<file path="src/rop_pkg.sv">
// Shared constants and types for the realtime output port
package rop_pkg;

    localparam int PORT_W = 8;
    localparam int ADDR_W = 16;

    localparam logic [ADDR_W-1:0] ADDR_DATA   = 16'hffd9;
    localparam logic [ADDR_W-1:0] ADDR_DIR    = 16'hffe9;
    localparam logic [ADDR_W-1:0] ADDR_RT_EN  = 16'hfffe;

    localparam logic [PORT_W-1:0] RST_DATA    = 8'h00;
    localparam logic [PORT_W-1:0] RST_DIR     = 8'h00;
    localparam logic [PORT_W-1:0] RST_RT_EN   = 8'h00;
    localparam logic [PORT_W-1:0] RST_SLAVE   = 8'h00;
    localparam logic [PORT_W-1:0] DIR_READ    = 8'hff;
    localparam logic [PORT_W-1:0] UNMAPPED_RD = 8'h00;
    localparam logic [PORT_W-1:0] ALL_HIZ     = 8'hff;

    // Number of flops in the trigger synchroniser
    localparam int SYNC_STAGES = 2;

    // Low-power state of the chip, one-hot
    typedef enum logic [5:0] {
        PM_ACTIVE    = 6'h01,
        PM_SUBACTIVE = 6'h02,
        PM_SLEEP     = 6'h04,
        PM_SUBSLEEP  = 6'h08,
        PM_STANDBY   = 6'h10,
        PM_WATCH     = 6'h20
    } rop_pmode_e;

    typedef struct packed {
        logic [ADDR_W-1:0] addr;
        logic [PORT_W-1:0] wdata;
        logic              wr;
        logic              rd;
    } rop_bus_req_s;

endpackage

</file>
<file path="src/rop_trig_sync.sv">
// Trigger synchroniser and edge detector
`timescale 1ns/100ps
module rop_trig_sync
    import rop_pkg::*;
#(
    parameter bit RISING = 1'b1
) (
    input  wire logic mclk,
    input  wire logic rst_n,
    input  wire logic trig_in,
    output logic      trig_pulse
);
    logic [SYNC_STAGES-1:0] sync_q;
    logic                   prev_q;

    always_ff @(posedge mclk) begin
        if (!rst_n) begin
            sync_q <= '0;
        end else begin
            sync_q <= {sync_q[SYNC_STAGES-2:0], trig_in};
        end
    end

    always_ff @(posedge mclk) begin
        if (!rst_n) begin
            prev_q <= 1'b0;
        end else begin
            prev_q <= sync_q[SYNC_STAGES-1];
        end
    end

    assign trig_pulse = RISING ? (sync_q[SYNC_STAGES-1] & ~prev_q)
                               : (~sync_q[SYNC_STAGES-1] & prev_q);
endmodule // rop_trig_sync

</file>
<file path="src/rop_pin_cell.sv">
// Output and read-back selection for one port pin
`timescale 1ns/100ps
module rop_pin_cell (
    input  wire logic rt_en,
    input  wire logic dir,
    input  wire logic data,
    input  wire logic slave_dir,
    input  wire logic slave_data,
    input  wire logic pin_level,
    input  wire logic pullup_en,
    input  wire logic standby,
    output logic      next_out,
    output logic      next_oe_n,
    output logic      read_bit
);
    always_comb begin
        next_out  = 1'b0;
        next_oe_n = 1'b1;
        if (standby) begin
            next_out  = pullup_en;
            next_oe_n = ~pullup_en;
        end else if (rt_en) begin
            next_out  = slave_data;
            next_oe_n = ~slave_dir;
        end else begin
            next_out  = data;
            next_oe_n = ~dir;
        end
    end

    // general reads stored bit or pin
    assign read_bit = (rt_en | dir) ? data : pin_level;
endmodule // rop_pin_cell

</file>
<file path="src/rop_rt_port.sv">
// Eight-bit port with per-pin realtime output latches
`timescale 1ns/100ps
module rop_rt_port
    import rop_pkg::*;
#(
    parameter int  WIDTH       = PORT_W,
    parameter bit  TRIG_RISING = 1'b1
) (
    input  wire logic              mclk,
    input  wire logic              rst_n,
    input  wire rop_bus_req_s      bus,
    output logic [WIDTH-1:0]       rdata,
    input  wire logic              realtime_trigger_input,
    input  wire rop_pmode_e        power_mode,
    input  wire logic [WIDTH-1:0]  pullup_en,
    input  wire logic [WIDTH-1:0]  pin_in,
    output logic [WIDTH-1:0]       pin_out,
    output logic [WIDTH-1:0]       pin_oe_n
);

    logic [WIDTH-1:0] port_output_data;
    logic [WIDTH-1:0] port_direction;
    logic [WIDTH-1:0] realtime_enable;
    logic [WIDTH-1:0] slave_data_latch;
    logic [WIDTH-1:0] slave_direction_latch;

    logic [WIDTH-1:0] next_slave_data;
    logic [WIDTH-1:0] next_slave_dir;
    logic [WIDTH-1:0] next_pin_out;
    logic [WIDTH-1:0] next_pin_oe_n;
    logic [WIDTH-1:0] next_rdata;
    logic [WIDTH-1:0] read_bits;

    logic wr_data;
    logic wr_dir;
    logic wr_rt_en;
    logic trig_pulse;
    logic standby;
    logic hold_pins;

    assign wr_data  = bus.wr && (bus.addr == ADDR_DATA);
    assign wr_dir   = bus.wr && (bus.addr == ADDR_DIR);
    assign wr_rt_en = bus.wr && (bus.addr == ADDR_RT_EN);

    assign standby   = (power_mode == PM_STANDBY);
    // Watch mode treated like sleep: pins keep their last state
    assign hold_pins = (power_mode == PM_SLEEP)
                    || (power_mode == PM_SUBSLEEP)
                    || (power_mode == PM_WATCH);

    rop_trig_sync #(
        .RISING     (TRIG_RISING)
    ) u_trig_sync (
        .mclk       (mclk),
        .rst_n      (rst_n),
        .trig_in    (realtime_trigger_input),
        .trig_pulse (trig_pulse)
    );

    always_ff @(posedge mclk) begin
        if (!rst_n) begin
            port_output_data <= RST_DATA;
        end else if (wr_data) begin
            port_output_data <= bus.wdata;
        end
    end

    always_ff @(posedge mclk) begin
        if (!rst_n) begin
            port_direction <= RST_DIR;
        end else if (wr_dir) begin
            port_direction <= bus.wdata;
        end
    end

    always_ff @(posedge mclk) begin
        if (!rst_n) begin
            realtime_enable <= RST_RT_EN;
        end else if (wr_rt_en) begin
            realtime_enable <= bus.wdata;
        end
    end

    // Trigger samples registers before a same-cycle write lands
    always_comb begin
        next_slave_data = slave_data_latch;
        next_slave_dir  = slave_direction_latch;
        if (trig_pulse) begin
            next_slave_data = (next_slave_data & ~realtime_enable)
                            | (port_output_data & realtime_enable);
            next_slave_dir  = (next_slave_dir & ~realtime_enable)
                            | (port_direction & realtime_enable);
        end
        if (wr_data) begin
            next_slave_data = (next_slave_data & realtime_enable)
                            | (bus.wdata & ~realtime_enable);
        end
        if (wr_dir) begin
            next_slave_dir = (next_slave_dir & realtime_enable)
                           | (bus.wdata & ~realtime_enable);
        end
    end

    always_ff @(posedge mclk) begin
        if (!rst_n) begin
            slave_data_latch      <= RST_SLAVE;
            slave_direction_latch <= RST_SLAVE;
        end else begin
            slave_data_latch      <= next_slave_data;
            slave_direction_latch <= next_slave_dir;
        end
    end

    genvar gi;
    generate
        for (gi = 0; gi < WIDTH; gi++) begin : g_pin
            rop_pin_cell u_cell (
                .rt_en      (realtime_enable[gi]),
                .dir        (port_direction[gi]),
                .data       (port_output_data[gi]),
                .slave_dir  (slave_direction_latch[gi]),
                .slave_data (slave_data_latch[gi]),
                .pin_level  (pin_in[gi]),
                .pullup_en  (pullup_en[gi]),
                .standby    (standby),
                .next_out   (next_pin_out[gi]),
                .next_oe_n  (next_pin_oe_n[gi]),
                .read_bit   (read_bits[gi])
            );
        end
    endgenerate

    // float in reset, hold in sleep
    always_ff @(posedge mclk) begin
        if (!rst_n) begin
            pin_out  <= RST_DATA;
            pin_oe_n <= ALL_HIZ;
        end else if (!hold_pins) begin
            pin_out  <= next_pin_out;
            pin_oe_n <= next_pin_oe_n;
        end
    end

    always_comb begin
        next_rdata = UNMAPPED_RD;
        if (bus.rd) begin
            unique case (bus.addr)
                ADDR_DATA:  next_rdata = read_bits;
                ADDR_DIR:   next_rdata = DIR_READ;
                ADDR_RT_EN: next_rdata = realtime_enable;
                default:    next_rdata = UNMAPPED_RD;
            endcase
        end
    end

    // Read data valid only in the cycle after the strobe
    always_ff @(posedge mclk) begin
        if (!rst_n) begin
            rdata <= UNMAPPED_RD;
        end else begin
            rdata <= next_rdata;
        end
    end
endmodule // rop_rt_port

</file>
<file path="config.mk">
export PLATFORM = sky130hd
export DESIGN_NAME = rop_rt_port
export DESIGN_NICKNAME = d
export VERILOG_FILES = /design/src/rop_pkg.sv /design/src/rop_trig_sync.sv /design/src/rop_pin_cell.sv /design/src/rop_rt_port.sv
export SDC_FILE = /design/constraint.sdc
export NUM_CORES = 1
export LEC_CHECK = 0
export ABC_AREA = 1
export BUFFER_PORTS_ARGS = -buffer_cell sky130_fd_sc_hd__buf_2
export CORE_MARGIN = 10
export CORE_UTILIZATION = 39
export CTS_CLUSTER_DIAMETER = 40
export DETAILED_ROUTE_END_ITERATION = 16
export PLACE_DENSITY = 0.64
export SLEW_MARGIN = 25
export SYNTH_ARGS = -nofsm -noshare
export SYNTH_HDL_FRONTEND = slang
export SYNTH_SLANG_ARGS = --single-unit
</file>
<file path="constraint.sdc">
create_clock -name mclk -period 2.4 [get_ports mclk]
set_input_delay 0.24 -clock mclk [delete_from_list [all_inputs] [get_ports mclk]]
set_output_delay 0.24 -clock mclk [all_outputs]
set_load 0.02 [all_outputs]
</file>
==> impl_results.md, run 1 <==
- RSZ-0062 raised after global routing: false
- Initial Utilization: 40.3%
- Gate power share: 7.6%
- Final ANT Viol Nets: 0
- Hold worst-path end: u_trig_sync.sync_q[0]
- Worst endpoint required time: 2640 ps
- Yosys top cell by area: dfxtp_1
- Clock sink total: 67
- Worst slack at placement: 594 ps
- Reg2Reg Depth: 5
- Arrival time worst endpoint: 1700 ps
- GRT busiest layer: met2
- Port Buffer Count: 74
- Sw frac: 23.8%
- Register area share after synthesis: 35.7%
- Clock slew at reported path FFs: 70 ps
- Clock Power Share: 42.4%
- Yosys top cell area share: 35.7%
- Row count: 35
- Grt ovf: 0
- Final net count: 718
- Yosys warns: 0
- Core ar.: 0.00933 mm^2
- Crit Path Max Fanout: 26
- # resized after CTS: 0
- Max Freq: 0.683 GHz
- Post-CTS Hold Fix Bufs: 0
- Final setup vio count: 0
- Final Wtd Congestion: 0.871
- Largest net degree at the start of global routing: 27
- Post-route DRC: 0
- Relative slew slack: 64.3%
- Setup Buffers After CTS: 0
- Final non-filler cell total: 800
- Final period util: 61.0%
- Placed wire-length estimate: 7870 um
- Die X: 118 um
- Die Y: 118 um
- CP Launch Type: input pin
- DR iter-0 viols: 153
- Full die area: 0.0140 mm^2
- Pwr Density: 513 mW/mm^2
- Status: completed
- Post-synth net total: 655
- First-pass GRT wire length: 17600 um
- Worst setup EP type: flop
- Setup Skew: 9.63 ps
- Switching Power: 0.000534 W
- CTS HTree Levels: 3
- Via density: 4.80
- Share of cells above drive strength 1: 16.2%
- Reg-to-reg startpoint: realtime_enable[5]
- Ranking of synthesized cells by area: dfxtp_1 (36%), nand2_1 (15%), nor2_1 (12%), nand3_1 (7.7%), inv_1 (6.8%)
- Num CTS Buffers: 9
- Unique masters post-synth: 23
- Dpl cells: 785
- Initial antenna violation count: 0
- M1 GR Usage: 18.7%
- Setup slack, reg-to-reg: 990 ps
- Final slew viol count: 0
- CTS tree: built
- Worst Setup Path Type: input pin to flop
- Worst-Margin Slew: 535 ps
- Mapped Area: 0.00376 mm^2
- Pre-Repair DR Iteration Count: 4
- Max Cap Viol: 0
- Antenna Cells: 0
- Max VDD drop: 242 uV
- Total GRT Usage: 15.3%
- Drt total wl: 10800 um
- Met3 Use GR: 3.43%
- Hold Crit Class: input pin to flop
- Synthesis-stage register bit count: 67
- Worst Hold Launch: realtime_trigger_input
- Pleak: 1.96 nW
- GR Util met2: 25.0%
- Drt wl/cell: 13.5 um
- Clk_lat worst skew: 350 ps
- DR vias: 3842
- Final min period: 1460 ps
- Pint: 0.00171 W
- Final setup margin: 936 ps
- Vias in the first global route: 3614
- Final hold slack: 67.4 ps
- FF-to-FF End: pin_oe_n[5]
- Reg power frac: 50.0%
- Root Driver: clkbuf_8
- Fin. Hold Viols: 0
- # IOs: 75
- Area delta synth->final: 16.3%
- Hold path depth: 3
- Avg Synthesized Cell Area: 6.23 um^2
- Largest buffer count on any clock path: 2
- Sum Neg Setup Slack: 0 ps
- Gate Count Post-Synth: 604
## logic make-up after synthesis
family          after synthesis  synth area share [%]
buf+inv                      96                  10.8
flops                        67                  35.7
simple gates                361                  42.4
compound gates               80                  11.1
## synth_stat cells, drive strengths merged
cell,n
a21oi,38
nand2,159
nand4,1
and2,16
buf,20
nand3b,1
o21a,6
nor2,123
dfxtp,67
inv,70
o21ai,36
nand3,61
clkbuf,6
## how the worst max path moves through the flow
stage,start,end,depth (start not counted)
2_1_floorplan,u_trig_sync.sync_q[1],slave_data_latch[6],8
3_3_place_gp,power_mode[1],pin_oe_n[5],7
3_5_place_dp,power_mode[1],pin_oe_n[5],7
4_1_cts,power_mode[1],pin_oe_n[5],7
5_1_grt,power_mode[1],pin_oe_n[5],7
6_report,power_mode[1],pin_oe_n[5],7
## critical path, cell delays in order
cell and delay [ps]:
buf_2 90, nor2_1 240, nand3_2 480, o21ai_0 320
o21ai_0 170, nand2_1 90, nand3_1 60
## through the flow
stage	cell area [um^2]	total power (W)	utilization (%)
6_report	4370	0.00225	46.9
5_1_grt	4370	0.00234	46.9
4_1_cts	4370	0.00227	46.9
3_5_place_dp	4180	0.00132	44.8
3_3_place_gp	4180	0.00132	44.8
2_1_floorplan	3760	0.00124	-
## cell usage in the layout, fill, tap and decap left out
cell / netlist / final
nand2_1: 155 / 155
nor2_1: 116 / 116
buf_2: 13 / 74
inv_1: 68 / 68
dfxtp_1: 67 / 67
nand3_1: 58 / 58
a21oi_1: 37 / 37
o21ai_0: 36 / 36
and2_1: 16 / 16
clkbuf_8: 0 / 11
o21a_1: 6 / 6
nor2_4: 4 / 4
buf_4: 4 / 4
nand3_2: 3 / 3
nor2_8: 3 / 3
inv_2: 2 / 2
nand2_2: 2 / 2
nand2_4: 2 / 2
clkbuf_1: 6 / 2
nand4_1: 1 / 1
nand3b_2: 1 / 1
a21oi_2: 1 / 1
bufinv_16: 0 / 1
clkinv_2: 0 / 1
## area by class of cell
type | instances | area (um^2)
flip-flops and latches | 67 | 1340
repair buffers | 78 | 400
inverters | 70 | 263
fillers | 1017 | 4950
clock buffers | 13 | 159
clock inverters | 2 | 35.0
multi-input cells | 441 | 2010
well taps | 129 | 161
## registers in the layout, indices dropped and copies added, names as in the netlist
register and flops:
pin_oe_n 8, u_trig_sync.sync_q 2, slave_data_latch 8, slave_direction_latch 8, u_trig_sync.prev_q 1, port_direction 8, realtime_enable 8, port_output_data 8
pin_out 8, rdata 8
## power groups by stage
| stage | registers, W | logic [W] | clock network [W] |
|---|---|---|---|
| after detailed placement | 0.00115 | 0.000171 | 0 |
| final | 0.00112 | 0.000171 | 0.000952 |
| after floorplan | 0.00116 | 0.0000840 | 0 |
| after global routing | 0.00112 | 0.000192 | 0.00102 |
| after global placement | 0.00115 | 0.000169 | 0 |
| after CTS | 0.00112 | 0.000171 | 0.000972 |
## metal layers
| metal | share of wire, % | wire (um) |
|---|---|---|
| met3 | 6.1 | 663 |
| met4 | 2.6 | 277 |
| met1 | 44 | 4760 |
| met2 | 47 | 5100 |
| met5 | 0 | 0 |
No activity file was read; power rests on OpenSTA's default activity.
==> run 2, diff against run 1 <==
--- a/config.mk
+++ b/config.mk
@@ -5,13 +5,13 @@
 export SDC_FILE = /design/constraint.sdc
 export NUM_CORES = 1
 export LEC_CHECK = 0
-export ABC_AREA = 1
+export ABC_AREA = 0
 export BUFFER_PORTS_ARGS = -buffer_cell sky130_fd_sc_hd__buf_2
 export CORE_MARGIN = 10
 export CORE_UTILIZATION = 39
 export CTS_CLUSTER_DIAMETER = 40
 export DETAILED_ROUTE_END_ITERATION = 16
-export PLACE_DENSITY = 0.64
+export PLACE_DENSITY = 0.65
 export SLEW_MARGIN = 25
 export SYNTH_ARGS = -nofsm -noshare
 export SYNTH_HDL_FRONTEND = slang
==> constraint.sdc (replaced) <==
create_clock -name mclk -period 1.35 [get_ports mclk]
set_input_delay 0.135 -clock mclk [delete_from_list [all_inputs] [get_ports mclk]]
set_output_delay 0.135 -clock mclk [all_outputs]
set_load 0.02 [all_outputs]
==> run 2 against run 1 <==
- global-route usage shrank 0.97 points
- non-clock buffer count is 24 higher
- worst hold slack worse by 56 ps
- core utilization up 3.4 points
- power up 75%
- register-to-register slack lost 880 ps
- sequential power increased by 78%
- critical path depth fell by 3
- flip-flop and latch count did not move
- largest power group unchanged
==> impl_results.md, run 2 <==
- Worst-Margin Slew: 320 ps (-215 ps)
- Grt ovf: 0 (unchanged)
- Ranking of synthesized cells by area: dfxtp_1 (42%), mux2i_1 (12%), o21ai_0 (6.4%), o311a_1 (5.0%), o211ai_1 (4.0%)
- Worst Setup Path Type: flop to flop
- CTS tree: built
- Setup Buffers After CTS: 0 (unchanged)
- Antenna Cells: 0 (unchanged)
- Core ar.: 0.00813 mm^2 (-13%)
- Via density: 5.58 (+16%)
- Initial Utilization: 39.7% (-0.65 points)
- Die X: 111 um (-6.1%)
- Crit Path Max Fanout: 5 (-81%)
- Status: completed
- Placed cell area: 0.00388 mm^2 (-7.2%)
- Worst setup EP type: flop
- Clk_lat worst skew: 330 ps (-20 ps)
- WL met1: 4220 um (-11%)
- Commonest non-fill, non-tap cells in the layout: buf_2 (74), dfxtp_1 (67), mux2i_1 (40), o21ai_0 (34), nand2_1 (28)
- WL met3: 653 um (-1.5%)
- Setup Skew: 9.78 ps (+0.157 ps)
- Main flop type after synthesis: dfxtp_1
- Row count: 33 (-5.7%)
- Gate Count Post-Synth: 355 (-41%)
- DR vias: 3024 (-21%)
- Max Freq: 0.803 GHz
- RSZ-0062 raised after global routing: false
- Vias in the first global route: 2962 (-18%)
- Pwr Density: 961 mW/mm^2 (+87%)
- Post-synth net total: 406 (-38%)
- Yosys top cell area share: 41.6% (+5.9 points)
- Final slew viol count: 0 (unchanged)
- Register area share after synthesis: 41.6% (+5.9 points)
- Synthesis-stage register bit count: 67 (unchanged)
- Relative slew slack: 78.6% (+14 points)
- Avg Synthesized Cell Area: 9.09 um^2 (+46%)
- Clock slew at reported path FFs: 70 ps (about the same)
- Final period util: 92.2%
- Max VDD drop: 466 uV (+93%)
- Num CTS Buffers: 9 (unchanged)
- Post-synth ARST share: 0% (unchanged)
- Fillers: 769 (-24%)
- CTS HTree Levels: 3 (unchanged)
- Max Cap Viol: 0 (unchanged)
- Final min period: 1240 ps
- CP Launch Type: flop
- Full die area: 0.0123 mm^2 (-12%)
- Pre-Repair DR Iteration Count: 4 (unchanged)
- Most frequent cells after synthesis: dfxtp_1 (67), o21ai_0 (41), mux2i_1 (40), clkbuf_1 (31), nand2_1 (28)
- Worst endpoint required time: 1570 ps (-1070 ps)
- Die Y: 111 um (-6.1%)
- Yosys warns: 0 (unchanged)
- Placed wire-length estimate: 6520 um (-17%)
- Hold Crit Class: input pin to flop
- Final ANT Viol Nets: 0 (unchanged)
- DR iter-0 viols: 166 (+8.5%)
- First-pass GRT wire length: 14800 um (-16%)
- Largest buffer count on any clock path: 2 (unchanged)
- Area delta synth->final: 26.6%
- Yosys top cell by area: dfxtp_1
- Total GRT Usage: 14.3% (-0.97 points)
- Initial antenna violation count: 0 (unchanged)
- Hold path depth: 2 (-1)
- Unique masters post-synth: 33 (+43%)
- Final net count: 483 (-33%)
- EDFF count, synth: 0 (unchanged)
- # IOs: 75 (unchanged)
- Reg2Reg Depth: 4 (-1)
- Share of cells above drive strength 1: 28.6% (+12 points)
- Final setup vio count: 0 (unchanged)
- WL met2: 4240 um (-17%)
- Port Buffer Count: 74 (unchanged)
- Final instance area: 0.00409 mm^2 (-6.6%)
- Post-route DRC: 0 (unchanged)
- Clock sink total: 67 (unchanged)
- Pleak: 1.83 nW (-6.9%)
- Commonest non-fill, non-tap cell in the layout: buf_2
- Largest net degree at the start of global routing: 69 (+160%)
- Mapped Area: 0.00323 mm^2 (-14%)
- Drt wl/cell: 16.9 um (+25%)
- Fin. Hold Viols: 0 (unchanged)
- Total power: 0.00393 W (+75%)
- Drt total wl: 9160 um (-15%)
- Arrival time worst endpoint: 1460 ps (-240 ps)
- Final Wtd Congestion: 0.800 (-8.2%)
- Final hold slack: 11.6 ps (-55.8 ps)
- Count leader, synth: dfxtp_1
- Top layer in use: met4
- Root Driver: clkbuf_8
run 2: cell types whose count changed after synthesis, moves of 11 or more:
cell / delta
nand2_1: -127
inv_1: -67
and2_1: -13
clkbuf_1: +25
o31ai_1: +16
mux2i_1: +40
o311a_1: +16
nand3_1: -58
nor2_1: -100
buf_2: -11
o22ai_1: +16
o211ai_1: +17
a21oi_1: -37
run 2: stage by stage:
step | worst slack (ps) | TNS (ps) | instances | util (%)
after global placement | -275 | -8430 | 526 | 47.7
after floorplan | -244 | -6930 | 355 | -
after global routing | 7.68 | 0 | 542 | 50.3
after CTS | 49.5 | 0 | 542 | 50.2
after detailed placement | -304 | -9280 | 526 | 47.7
final | 105 | 0 | 542 | 50.3
run 2: timing repair:
item	CTS	global route
hold buffers	0	0
endpoints found under the setup margin	0	11
gates resized for setup	0	2
run 2: kinds of logic after synthesis:
family                 Yosys count  synth area share [%]
AND/OR/NAND/NOR                 80                  12.9
XOR/XNOR                         1                 0.271
multiplexers                    40                  12.4
flip-flops                      67                  41.6
AO/OA/AOI/OAI                  130                  28.0
buffers and inverters           37                  4.84
run 2: worst max-delay path: stages (launching register included):
cell and delay [ps]:
dfxtp_1 360, nor2_1 260, mux2i_1 210, o21ai_0 90
a22o_1 210
run 2: cell type report:
cell class                      instances  area [um^2]  area share (%)
Multi-Input combinational cell        251         1760            43.2
Sequential cell                        67         1340            32.8
Timing Repair Buffer                  102          643            15.7
Clock buffer                           12          155            3.80
Tap cell                              105          131            3.21
Clock inverter                          4         48.8            1.19
Inverter                                1         3.75          0.0918
run 2: routing by layer:
layer | track usage [%] | up-vias
li1 | - | 1487
met2 | 22.4 | 97
met4 | 4.34 | 0
met3 | 3.84 | 4
met1 | 18.7 | 1436
met5 | 0 | -
run 2: power by group:
part           total [W]  leakage [nW]  internal (W)  switching, W
clock network    0.00170         0.106      0.000953      0.000744
registers        0.00199         0.540       0.00198    0.00000416
logic           0.000245          1.18      0.000111      0.000134
run 2: worst paths after layout:
path	startpoint	endpoint	slack [ps]
max	realtime_enable[3]	rdata[3]	110
max reg2reg	realtime_enable[3]	rdata[3]	110
min	realtime_trigger_input	u_trig_sync.sync_q[0]	10
min reg2reg	u_trig_sync.sync_q[0]	u_trig_sync.sync_q[1]	430
==> run 3, diff against run 2 <==
--- a/config.mk
+++ b/config.mk
@@ -12,6 +12,7 @@
 export CTS_CLUSTER_DIAMETER = 40
 export DETAILED_ROUTE_END_ITERATION = 16
 export PLACE_DENSITY = 0.65
+export SETUP_SLACK_MARGIN = 0.15
 export SLEW_MARGIN = 25
 export SYNTH_ARGS = -nofsm -noshare
 export SYNTH_HDL_FRONTEND = slang
==> run 3 against run 2 <==
- combinational power grew 4%
- clock power shrank 3%
- register-to-register slack gained 60 ps
- largest power group unchanged
- wire length grew 1.6%
- highest routed layer unchanged
- count of clock-buffer cells in the layout grew 1
==> impl_results.md, run 3 (synthesis results as in run 2) <==
- # IOs: 75 (unchanged)
- WP buf/inv: 2 (+2)
- Final setup margin: 158 ps (+52.5 ps)
- Final net count: 485 (+0.41%)
- Row count: 33 (unchanged)
- CTS HTree Levels: 3 (unchanged)
- Final non-filler cell total: 544 (+0.37%)
- Pre-Repair DR Iteration Count: 4 (unchanged)
- CP top delay family: simple AND/OR/NAND/NOR gates
- Worst setup EP type: flop
- Setup Skew: 5.84 ps (-3.94 ps)
- Status: completed
- Arrival time worst endpoint: 1400 ps (-60 ps)
- Final ANT Viol Nets: 0 (unchanged)
- Relative slew slack: 77.1% (-1.5 points)
- Root Driver: clkbuf_8
- Dpl cells: 524 (-0.38%)
- Initial antenna violation count: 1 (+1)
- Drt total wl: 9310 um (+1.6%)
- Pwr Density: 930 mW/mm^2 (-3.1%)
- Final setup vio count: 0 (unchanged)
- Max VDD drop: 396 uV (-15%)
- Die X: 111 um (unchanged)
- First-pass GRT wire length: 14600 um (-1.7%)
- Worst path slowest cell: or4b_4
- Pleak: 1.87 nW (+2.5%)
- DR vias: 3010 (-0.46%)
- Commonest non-fill, non-tap cells in the layout: buf_2 (74), dfxtp_1 (58), mux2i_1 (39), o21ai_0 (27), nand2_1 (26)
- Fillers: 750 (-2.5%)
- Placed wire-length estimate: 6380 um (-2.1%)
- Crit Path Max Fanout: 16 (+11)
- Clock slew at reported path FFs: 70 ps (about the same)
- Largest net degree at the start of global routing: 69 (unchanged)
- Max Cap Viol: 0 (unchanged)
- Final Wtd Congestion: 0.813 (+1.7%)
- Total GRT Usage: 14.1% (-0.23 points)
- Worst-Margin Slew: 342 ps (+22.3 ps)
- Vias in the first global route: 2992 (+1.0%)
- Num CTS Buffers: 9 (unchanged)
- Grt ovf: 0 (unchanged)
- Clock sink total: 67 (unchanged)
- Post-route DRC: 0 (unchanged)
- Drt wl/cell: 17.1 um (+1.2%)
- Core ar.: 0.00813 mm^2 (unchanged)
- Worst endpoint required time: 1560 ps (about the same)
- Setup slack, reg-to-reg: 170 ps (+60 ps)
- Initial Utilization: 39.7% (unchanged)
- Final slew viol count: 0 (unchanged)
- Final period util: 88.3% (-3.9 points)
- Port Buffer Count: 74 (unchanged)
- Via density: 5.53 (-0.83%)
- Commonest non-fill, non-tap cell in the layout: buf_2
- Clk_lat worst skew: 330 ps (about the same)
- Full die area: 0.0123 mm^2 (unchanged)
- CP peak stage delay: 530 ps (+170 ps)
- DR iter-0 viols: 122 (-27%)
- Worst slack at placement: -334 ps (-30.1 ps)
- Hold Crit Class: input pin to flop
- CP Launch Type: input pin
- CTS tree: built
- CP cell instances: buf_2 -> or4b_4 -> buf_4 -> o22ai_1 -> o211a_1 -> o21ai_1
- RSZ-0062 raised after global routing: true
- Max Freq: 0.839 GHz (+4.4%)
- Worst Setup Path Type: input pin to flop
- Largest buffer count on any clock path: 2 (unchanged)
- Die Y: 111 um (unchanged)
- Final min period: 1190 ps (-52.5 ps)
- Util after Layout: 51.5% (+1.2 points)
- Share of cells above drive strength 1: 34.5% (+5.9 points)
- Fin. Hold Viols: 0 (unchanged)
- Area delta synth->final: 29.7%
-- run 3: cell count changes in the layout (fill, tap and decap cells not counted), moves of 6 or more --
| cell | before | now |
|---|---|---|
| dfxtp_1 | 67 | 58 |
| o31ai_2 | 0 | 6 |
| dfxtp_2 | 0 | 9 |
| nor2_1 | 16 | 8 |
| o31ai_1 | 16 | 10 |
| o21ai_1 | 15 | 22 |
| o21ai_0 | 34 | 27 |
| nor2_2 | 0 | 7 |
-- run 3: power by group --
group	total (W)	switching (W)	leakage [nW]	internal, W
Clock	0.00165	0.000707	0.0995	0.000943
Sequential	0.00199	0.00000440	0.545	0.00198
Combinational	0.000256	0.000141	1.23	0.000115
-- run 3: worst paths after layout --
check                           depth (start not counted)                   from                     to
worst max-delay path                                    6          power_mode[1]            pin_oe_n[7]
worst min-delay path                                    2                 bus[7]    slave_data_latch[5]
worst max register to register                          5  u_trig_sync.sync_q[1]    slave_data_latch[1]
worst min register to register                          1  u_trig_sync.sync_q[0]  u_trig_sync.sync_q[1]
-- run 3: layer usage --
metal	up-vias	GRT usage, %	part of all wire, %
met5	-	0	0
met4	0	4.51	1.0
met3	11	3.68	4.9
met2	68	23.1	48
met1	1429	17.5	46
li1	1502	-	-
-- run 3: area by class of cell --
cell class	instances	area (um^2)	share of cell area [%]
timing repair buffer	104	643	15.4
inverter	1	3.75	0.0897
clock inverter	2	35.0	0.837
antenna	1	2.50	0.0598
sequential	67	1350	32.3
multi-input combinational	251	1860	44.4
tap	105	131	3.14
clock buffer	13	159	3.80
-- run 3: worst reg2reg max path: stages, from the launching register on --
cell and delay (ps):
dfxtp_2 330, buf_12 130, nand3b_1 150, mux2i_1 250
o31ai_2 90, o311a_1 120
-- run 3: what timing repair did --
action | in CTS | in global routing
buffers inserted | 0 | 3
hold endpoints to repair | 1 | 0
endpoints found under the setup margin | 35 | 38
pin swaps | 0 | 1
hold buffers | 1 | 0
resized for setup | 11 | 26
-- run 3: per-stage QoR --
stage	hold slack, ps	total power, W	setup TNS, ps	instance area, um^2
after global placement	344	0.00227	-8890	3860
after floorplan	262	0.00214	-8630	3330
after CTS	77.8	0.00393	0	4090
after detailed placement	349	0.00228	-10070	3860
after global routing	87.1	0.00404	0	4180
final	84.8	0.00389	0	4190
